===== src/rtl/fcf_defines.vh =====
// constants for the fast-clock flag generator
`ifndef FCF_DEFINES_VH
`define FCF_DEFINES_VH

// =====================================
// register byte offsets
`define FCF_ADDR_CTRL   8'h00
`define FCF_ADDR_NFTH   8'h04
`define FCF_ADDR_NETH   8'h08
`define FCF_ADDR_STAT   8'h0c
`define FCF_ADDR_HARD   8'h10

// =====================================
// control fields
`define FCF_CTRL_EN     0
`define FCF_CTRL_CLR    1
`define FCF_CTRL_GEO_LO 4
`define FCF_CTRL_GEO_HI 5

// =====================================
// status fields
`define FCF_STAT_NFC    16
`define FCF_STAT_NEC    17
`define FCF_STAT_NFF    18
`define FCF_STAT_NEF    19
`define FCF_STAT_OVL    20

// =====================================
// geometry codes and depths
`define FCF_GEO_4KX4    2'h0
`define FCF_GEO_2KX9    2'h1
`define FCF_GEO_1KX18   2'h2
`define FCF_GEO_512X36  2'h3
`define FCF_DEPTH_4K    13'h1000
`define FCF_DEPTH_2K    13'h0800
`define FCF_DEPTH_1K    13'h0400
`define FCF_DEPTH_512   13'h0200
`define FCF_CNT_W       13
`define FCF_TH_W        12

// =====================================
// reset values and fixed figures
`define FCF_RST_EN      1'h1
`define FCF_RST_GEO     2'h3
`define FCF_RST_NFTH    12'h1f0
`define FCF_RST_NETH    12'h010
`define FCF_HARD_AF     12'h001
`define FCF_HARD_AE_SUB 13'h0002
`define FCF_HEADROOM    13'h0003
`define FCF_RESP_OKAY   2'h0
`define FCF_RESP_SLVERR 2'h2

`endif


===== src/rtl/fcf_flag_gen.v =====
// near-full / near-empty flag generator with axi4-lite registers
`timescale 1ns/1ps
`include "fcf_defines.vh"

module fcf_flag_gen
(
   input  wire        aclk,
   input  wire        aresetn,
   input  wire        ce,
   input  wire        write_side_clock,
   input  wire        fill_request_enable,
   input  wire        read_side_clock,
   input  wire        drain_request_enable,
   output reg         near_full_flag,
   output reg         near_empty_flag,
   output reg  [12:0] words_held_count,
   output reg  [11:0] hard_full_offset,
   output reg  [11:0] hard_empty_offset,
   input  wire [7:0]  s_axi_awaddr,
   input  wire        s_axi_awvalid,
   output reg         s_axi_awready,
   input  wire [31:0] s_axi_wdata,
   input  wire [3:0]  s_axi_wstrb,
   input  wire        s_axi_wvalid,
   output reg         s_axi_wready,
   output reg  [1:0]  s_axi_bresp,
   output reg         s_axi_bvalid,
   input  wire        s_axi_bready,
   input  wire [7:0]  s_axi_araddr,
   input  wire        s_axi_arvalid,
   output reg         s_axi_arready,
   output reg  [31:0] s_axi_rdata,
   output reg  [1:0]  s_axi_rresp,
   output reg         s_axi_rvalid,
   input  wire        s_axi_rready
);

   // =====================================
   // declarations
   wire        store_mark_sync;
   wire        drain_mark_sync;
   wire        write_rise;
   wire        read_rise;
   reg         count_enable;
   reg  [1:0]  geometry;
   reg  [11:0] nf_thresh;
   reg  [11:0] ne_thresh;
   reg         nf_cond;
   reg         ne_cond;
   reg  [12:0] depth;
   reg  [7:0]  aw_addr_q;
   reg  [31:0] w_data_q;
   reg  [3:0]  w_strb_q;
   reg         aw_held;
   reg         w_held;
   reg         next_aw_held;
   reg         next_w_held;
   reg         next_bvalid;
   reg         next_arready;
   reg         next_rvalid;
   reg  [31:0] read_word;
   reg         read_hit;
   wire        write_hit;
   wire        aw_take;
   wire        w_take;
   wire        ar_take;
   wire        wr_commit;
   wire        clear_hit;
   wire        over_limit;
   wire [12:0] hard_ae_full;

   // =====================================
   // request synchronisers
   fcf_req_sync u_write_sync
   (
      .aclk           (aclk),
      .aresetn        (aresetn),
      .ce             (ce),
      .side_clock     (write_side_clock),
      .request_enable (fill_request_enable),
      .side_rise      (write_rise),
      .request_pulse  (store_mark_sync)
   );

   fcf_req_sync u_read_sync
   (
      .aclk           (aclk),
      .aresetn        (aresetn),
      .ce             (ce),
      .side_clock     (read_side_clock),
      .request_enable (drain_request_enable),
      .side_rise      (read_rise),
      .request_pulse  (drain_mark_sync)
   );

   // =====================================
   // geometry decode
   // only four geometries exist, so the two-bit code covers all of them
   always @*
   begin
      case (geometry)
         `FCF_GEO_4KX4:  depth = `FCF_DEPTH_4K;
         `FCF_GEO_2KX9:  depth = `FCF_DEPTH_2K;
         `FCF_GEO_1KX18: depth = `FCF_DEPTH_1K;
         default:        depth = `FCF_DEPTH_512;
      endcase
   end

   assign hard_ae_full = depth - `FCF_HARD_AE_SUB;
   assign over_limit   = words_held_count > (depth - `FCF_HEADROOM);

   // =====================================
   // words-held counter
   // a request pulse lives one fast cycle, so the count moves at the
   // third fast edge after the side clock edge at the earliest
   assign clear_hit = wr_commit & (aw_addr_q == `FCF_ADDR_CTRL) &
                      w_strb_q[0] & w_data_q[`FCF_CTRL_CLR];

   always @(posedge aclk)
   begin
      if (!aresetn)
         words_held_count <= 13'h0000;
      else if (ce)
      begin
         if (clear_hit)
            words_held_count <= 13'h0000;
         else if (count_enable)
         begin
            case ({store_mark_sync, drain_mark_sync})
               2'h2:
                  if (words_held_count != depth)
                     words_held_count <= words_held_count + 13'h0001;
               2'h1:
                  if (words_held_count != 13'h0000)
                     words_held_count <= words_held_count - 13'h0001;
               default:
                  words_held_count <= words_held_count;
            endcase
         end
      end
   end

   // =====================================
   // threshold compare, flag retiming and hard fifo offsets
   // flags move only on a seen side clock edge, so a stopped side
   // clock freezes its flag just as a real side-clocked flop would
   // no full flag is made here; the hard fifo full flag serves
   always @(posedge aclk)
   begin
      if (!aresetn)
      begin
         nf_cond           <= 1'h0;
         ne_cond           <= 1'h1;
         near_full_flag    <= 1'h0;
         near_empty_flag   <= 1'h1;
         hard_full_offset  <= `FCF_HARD_AF;
         hard_empty_offset <= 12'h000;
      end
      else if (ce)
      begin
         nf_cond           <= words_held_count >= {1'h0, nf_thresh};
         ne_cond           <= words_held_count <= {1'h0, ne_thresh};
         if (write_rise)
            near_full_flag <= nf_cond;
         if (read_rise)
            near_empty_flag <= ne_cond;
         hard_full_offset  <= `FCF_HARD_AF;
         hard_empty_offset <= hard_ae_full[11:0];
      end
   end

   // =====================================
   // axi4-lite write channel
   assign aw_take   = s_axi_awvalid & s_axi_awready;
   assign w_take    = s_axi_wvalid & s_axi_wready;
   assign wr_commit = aw_held & w_held & ~s_axi_bvalid;

   always @*
   begin
      next_aw_held = aw_held;
      next_w_held  = w_held;
      next_bvalid  = s_axi_bvalid;
      if (aw_take)
         next_aw_held = 1'h1;
      if (w_take)
         next_w_held = 1'h1;
      if (wr_commit)
      begin
         next_aw_held = 1'h0;
         next_w_held  = 1'h0;
         next_bvalid  = 1'h1;
      end
      if (s_axi_bvalid & s_axi_bready)
         next_bvalid = 1'h0;
   end

   assign write_hit = (aw_addr_q == `FCF_ADDR_CTRL) | (aw_addr_q == `FCF_ADDR_NFTH) |
                      (aw_addr_q == `FCF_ADDR_NETH);

   always @(posedge aclk)
   begin
      if (!aresetn)
      begin
         aw_held       <= 1'h0;
         w_held        <= 1'h0;
         aw_addr_q     <= 8'h00;
         w_data_q      <= 32'h00000000;
         w_strb_q      <= 4'h0;
         s_axi_awready <= 1'h0;
         s_axi_wready  <= 1'h0;
         s_axi_bvalid  <= 1'h0;
         s_axi_bresp   <= `FCF_RESP_OKAY;
      end
      else if (ce)
      begin
         if (aw_take)
            aw_addr_q <= s_axi_awaddr;
         if (w_take)
         begin
            w_data_q <= s_axi_wdata;
            w_strb_q <= s_axi_wstrb;
         end
         if (wr_commit)
            s_axi_bresp <= write_hit ? `FCF_RESP_OKAY : `FCF_RESP_SLVERR;
         aw_held       <= next_aw_held;
         w_held        <= next_w_held;
         s_axi_bvalid  <= next_bvalid;
         s_axi_awready <= ~next_aw_held & ~next_bvalid;
         s_axi_wready  <= ~next_w_held & ~next_bvalid;
      end
   end

   // =====================================
   // control and threshold registers
   always @(posedge aclk)
   begin
      if (!aresetn)
      begin
         count_enable <= `FCF_RST_EN;
         geometry     <= `FCF_RST_GEO;
         nf_thresh    <= `FCF_RST_NFTH;
         ne_thresh    <= `FCF_RST_NETH;
      end
      else if (ce && wr_commit)
      begin
         case (aw_addr_q)
            `FCF_ADDR_CTRL:
               if (w_strb_q[0])
               begin
                  count_enable <= w_data_q[`FCF_CTRL_EN];
                  geometry     <= w_data_q[`FCF_CTRL_GEO_HI:`FCF_CTRL_GEO_LO];
               end
            `FCF_ADDR_NFTH:
            begin
               if (w_strb_q[0])
                  nf_thresh[7:0] <= w_data_q[7:0];
               if (w_strb_q[1])
                  nf_thresh[11:8] <= w_data_q[11:8];
            end
            `FCF_ADDR_NETH:
            begin
               if (w_strb_q[0])
                  ne_thresh[7:0] <= w_data_q[7:0];
               if (w_strb_q[1])
                  ne_thresh[11:8] <= w_data_q[11:8];
            end
            default:
               count_enable <= count_enable;
         endcase
      end
   end

   // =====================================
   // axi4-lite read channel
   assign ar_take = s_axi_arvalid & s_axi_arready;

   always @*
   begin
      read_word = 32'h00000000;
      read_hit  = 1'h1;
      case (s_axi_araddr)
         `FCF_ADDR_CTRL:
         begin
            read_word[`FCF_CTRL_EN] = count_enable;
            read_word[`FCF_CTRL_GEO_HI:`FCF_CTRL_GEO_LO] = geometry;
         end
         `FCF_ADDR_NFTH:
            read_word[11:0] = nf_thresh;
         `FCF_ADDR_NETH:
            read_word[11:0] = ne_thresh;
         `FCF_ADDR_STAT:
         begin
            read_word[12:0]          = words_held_count;
            read_word[`FCF_STAT_NFC] = nf_cond;
            read_word[`FCF_STAT_NEC] = ne_cond;
            read_word[`FCF_STAT_NFF] = near_full_flag;
            read_word[`FCF_STAT_NEF] = near_empty_flag;
            read_word[`FCF_STAT_OVL] = over_limit;
         end
         `FCF_ADDR_HARD:
         begin
            read_word[11:0]  = hard_full_offset;
            read_word[27:16] = hard_empty_offset;
         end
         default:
            read_hit = 1'h0;
      endcase
   end

   always @*
   begin
      next_rvalid = s_axi_rvalid;
      if (ar_take)
         next_rvalid = 1'h1;
      else if (s_axi_rvalid & s_axi_rready)
         next_rvalid = 1'h0;
      next_arready = ~next_rvalid;
   end

   always @(posedge aclk)
   begin
      if (!aresetn)
      begin
         s_axi_arready <= 1'h0;
         s_axi_rvalid  <= 1'h0;
         s_axi_rdata   <= 32'h00000000;
         s_axi_rresp   <= `FCF_RESP_OKAY;
      end
      else if (ce)
      begin
         if (ar_take)
         begin
            s_axi_rdata <= read_word;
            s_axi_rresp <= read_hit ? `FCF_RESP_OKAY : `FCF_RESP_SLVERR;
         end
         s_axi_rvalid  <= next_rvalid;
         s_axi_arready <= next_arready;
      end
   end

endmodule


===== src/rtl/fcf_req_sync.v =====
// side-clock and request synchroniser into the fast domain
`timescale 1ns/1ps

module fcf_req_sync
(
   input  wire aclk,
   input  wire aresetn,
   input  wire ce,
   input  wire side_clock,
   input  wire request_enable,
   output wire side_rise,
   output wire request_pulse
);

   // =====================================
   // two-stage synchronisers
   reg clk_meta;
   reg clk_sync;
   reg clk_prev;
   reg en_meta;
   reg en_sync;

   // first stage may go metastable; only the second stage reads it
   always @(posedge aclk)
   begin
      if (!aresetn)
      begin
         clk_meta <= 1'h0;
         clk_sync <= 1'h0;
         clk_prev <= 1'h0;
         en_meta  <= 1'h0;
         en_sync  <= 1'h0;
      end
      else if (ce)
      begin
         clk_meta <= side_clock;
         clk_sync <= clk_meta;
         clk_prev <= clk_sync;
         en_meta  <= request_enable;
         en_sync  <= en_meta;
      end
   end

   // =====================================
   // edge detect on the synchronised side clock
   assign side_rise     = clk_sync & ~clk_prev;
   assign request_pulse = side_rise & en_sync;

endmodule


===== config.mk =====
export PLATFORM = sky130hd
export DESIGN_NAME = fcf_flag_gen
export DESIGN_NICKNAME = d
export VERILOG_FILES = /design/src/rtl/fcf_flag_gen.v /design/src/rtl/fcf_req_sync.v
export VERILOG_INCLUDE_DIRS = /design/src /design/src/rtl
export SDC_FILE = /design/constraint.sdc
export NUM_CORES = 1
export LEC_CHECK = 0
export BUFFER_PORTS_ARGS = -buffer_cell sky130_fd_sc_hd__buf_2
export CORE_MARGIN = 1
export CORE_UTILIZATION = 45
export CTS_CLUSTER_SIZE = 20
export DETAILED_ROUTE_END_ITERATION = 10
export PLACE_DENSITY = 0.69
export SYNTH_ARGS = -nofsm -noshare
export SYNTH_HDL_FRONTEND = slang
export SYNTH_SLANG_ARGS = --single-unit

===== constraint.sdc =====
create_clock -name aclk -period 3 [get_ports aclk]
set_input_delay 0.3 -clock aclk [delete_from_list [all_inputs] [get_ports aclk]]
set_output_delay 0.3 -clock aclk [all_outputs]
set_load 0.01 [all_outputs]

==> results.json <==
{
  "outcome": "finished clean",
  "dieWidth_um": 119,
  "firstDrtPassIters": 5,
  "async_flop_share_pct": 0,
  "leakagePower_uw": 0.00290,
  "required_ps": 3280,
  "cts_buffers": 9,
  "r2r-start": "u_read_sync.clk_prev",
  "worst_pin_slew_ps": 657,
  "syn_to_final_growth_pct": 11.3,
  "yosys_warnings": 0,
  "clock-sinks": 111,
  "routed_wl_um": 14700,
  "drive_gt1_share_pct": 17.9,
  "p_per_area_nw_per_um2": 434,
  "period_share_pct": 81.3,
  "cp-start-kind": "flip-flop",
  "diodes": 0,
  "cp_top_family": "simple AND/OR/NAND/NOR gates",
  "drtIter0Drc": 306,
  "grt_pass1_vias": 4670,
  "n_fill_cell": 1331,
  "crit_type": "reg -> reg",
  "hold_viol_final": 0,
  "grt_first_pass_wirelength_um": 24000,
  "drc_errors": 0,
  "place_hpwl_um": 10900,
  "fp-row-count": 42,
  "synth.distinct_cells": 75,
  "ys_seq_area_share_pct": 36.3,
  "cp.buffers_inverters": 0,
  "synth_area_sq_um": 6120,
  "cts_tree": "built",
  "die_area_sq_um": 14100,
  "fmax_mhz": 410,
  "pre_cts_ws_ps": 593,
  "crit_cells": 10,
  "io_buffer_count": 99,
  "synth_top_family_by_area": "simple AND/OR/NAND/NOR gates",
  "cts_buffer_depth": 2,
  "startpoint": "u_read_sync.clk_prev",
  "core_sq_um": 13200,
  "grt_max_degree": 50,
  "yosys-top-cells-area": "dfxtp_1 (36%), nand2_1 (7.2%), ha_1 (5.7%), mux2i_1 (5.4%), buf_4 (4.2%)",
  "seqCellArea_sq_um": 2220,
  "cts.hold.buffers_added": 0,
  "reg2reg_slack_ps": 560,
  "fin_ws_ps": 562,
  "power.total_uw": 2960,
  "endpoint": "words_held_count[10]",
  "detail_route.wl_per_cell_um": 15.1,
  "finalCriticalPeriod_ps": 2440,
  "synth.area.mux_share_pct": 5.77,
  "synth-edff-count": 0,
  "path_clk_slew_ps": 80,
  "synth_top_cell_area_share_pct": 36.3,
  "hold_path_class": "in -> reg",
  "synth_xor_area_share_pct": 0.429,
  "instances_no_fill": 974,
  "relSlewSlack_pct": 56.1,
  "netlist_instances": 728,
  "die_y_um": 119,
  "cts_setup_buffers": 0,
  "slew_viol_final": 0,
  "setup_viol": 0,
  "synth-compound-area-share_pct": 18.3,
  "avgSynthCellArea_sq_um": 8.41,
  "synthTopCellsByCount": "nand2_1 (117), dfxtp_1 (111), inv_1 (37), o21ai_0 (37), nor2b_1 (36)",
  "synthAdderAreaFrac_pct": 5.72,
  "path_common_cell": "nand2_1",
  "crit_path_cell_trace": "and3b_1 > nand2_1 > xnor2_1 > ha_1 > nor2_1 > nand4_1 > or3_1 > a21oi_1 > nand2_1 > o221ai_2",
  "multi_input_comb_area_sq_um": 3360,
  "cp-end-kind": "flip-flop",
  "nets": 885,
  "dpl.cell_count": 958,
  "cts_resized": 0,
  "finalClockSkew_ps": 9.35,
  "place.gp.congestion": 0.904,
  "fin_util_pct": 51.4,
  "ys.flop_type": "dfxtp_1",
  "boundaryPins": 144,
  "max_cap_violations": 0,
  "clock-root-buffer": "clkbuf_16",
  "rsz0062_at_grt": "no",
  "vias": 5218,
  "start_util_pct": 46.2,
  "overflow": 0,
  "insertion_delay_ps": 360,
  "slowest_delay_ps": 430,
  "cp.arrival_ps": 2720,
  "track_usage_pct": 21.6,
  "rr_endpoint": "words_held_count[10]",
  "critPathMaxFanout": 8,
  "yosys.area.top_type": "dfxtp_1",
  "r2r_cells": 10,
  "viasPerCell": 5.36,
  "irDropWorstVdd_uv": 272,
  "antenna_found_initial": 0,
  "drtAntennaViolNets": 0,
  "ys_ff_latch": 111,
  "htreeDepth": 3,
  "fin_setup_tns_ps": 0,
  "yosysMostFrequentCell": "nand2_1",
  "slowest_stage": "and3b_1",
  "synthSimpleGateAreaFrac_pct": 23.3
}
-- tightest hold or removal path, stage by stage --
cell and delay, ps:
buf_2 90, nand2_1 40, a21boi_0 60
-- routing by layer --
| metal | up-vias | GRT usage, % | share of wire [%] |
|---|---|---|---|
| met4 | 0 | 9.49 | 2.4 |
| met1 | 2395 | 30.5 | 48 |
| met3 | 22 | 3.43 | 7.0 |
| li1 | 2607 | - | - |
| met2 | 194 | 32.2 | 42 |
| met5 | - | 0 | 0 |
-- sequential cells by signal, indices dropped and copies added (netlist names), 2 cells and up --
register,cells
aw_addr_q,8
geometry,2
hard_empty_offset,4
ne_thresh,12
nf_thresh,12
s_axi_rdata,22
w_data_q,12
w_strb_q,2
words_held_count,13
-- placed cells by master, fill, tap and decap left out, types with 21 or more instances in the layout --
| cell | n |
|---|---|
| nor2b_1 | 36 |
| conb_1 | 22 |
| buf_2 | 99 |
| o21ai_0 | 37 |
| a21oi_1 | 21 |
| inv_1 | 37 |
| nand2_1 | 117 |
| a21boi_0 | 30 |
| mux2i_1 | 33 |
| nor2_1 | 31 |
| ha_1 | 28 |
| nand3_1 | 26 |
| dfxtp_1 | 111 |
-- kinds of logic (layout without fill, tap and decap cells) --
family | Yosys count | after routing
DFF | 111 | 111
other | 2 | 22
muxes | 34 | 34
adders and majority gates | 28 | 28
and+or+nand+nor | 282 | 282
AOI/OAI and AO/OA | 156 | 156
buffers and inverters | 112 | 162
xor gates and xnor gates | 3 | 3
-- cell type report --
class | instances | share of cell area, %
inverters | 37 | 2.04
clock inverters | 6 | 1.08
well taps | 176 | 3.23
repair buffers | 109 | 8.38
flip-flops and latches | 111 | 32.6
multi-input cells | 525 | 49.3
clock buffers | 10 | 3.36
-- worst min-delay path by stage --
stage          cells past startpoint              end            start
2_1_floorplan                      2     aw_addr_q[5]     aw_addr_q[5]
3_3_place_gp                       2  s_axi_rdata[27]  s_axi_rdata[27]
3_5_place_dp                       2  s_axi_rdata[27]  s_axi_rdata[27]
4_1_cts                            3     aw_addr_q[3]  s_axi_awaddr[3]
5_1_grt                            3     w_data_q[11]  s_axi_wdata[11]
6_report                           3     aw_addr_q[3]  s_axi_awaddr[3]
-- power breakdown --
| part | internal (uW) | switching [uW] | leakage (uW) |
|---|---|---|---|
| Clock | 663 | 584 | 0.000148 |
| Combinational | 77.5 | 116 | 0.00185 |
| Sequential | 1500 | 21.6 | 0.000899 |
| Total | 2240 | 722 | 0.00290 |
-- stage by stage --
step | area (sq um) | hold slack (ps)
finish | 6810 | 175
global route | 6810 | 187
CTS | 6810 | 168
detailed placement | 6510 | 446
global placement | 6510 | 441
floorplan | 6190 | 443
(Power assumes the default switching activity.)
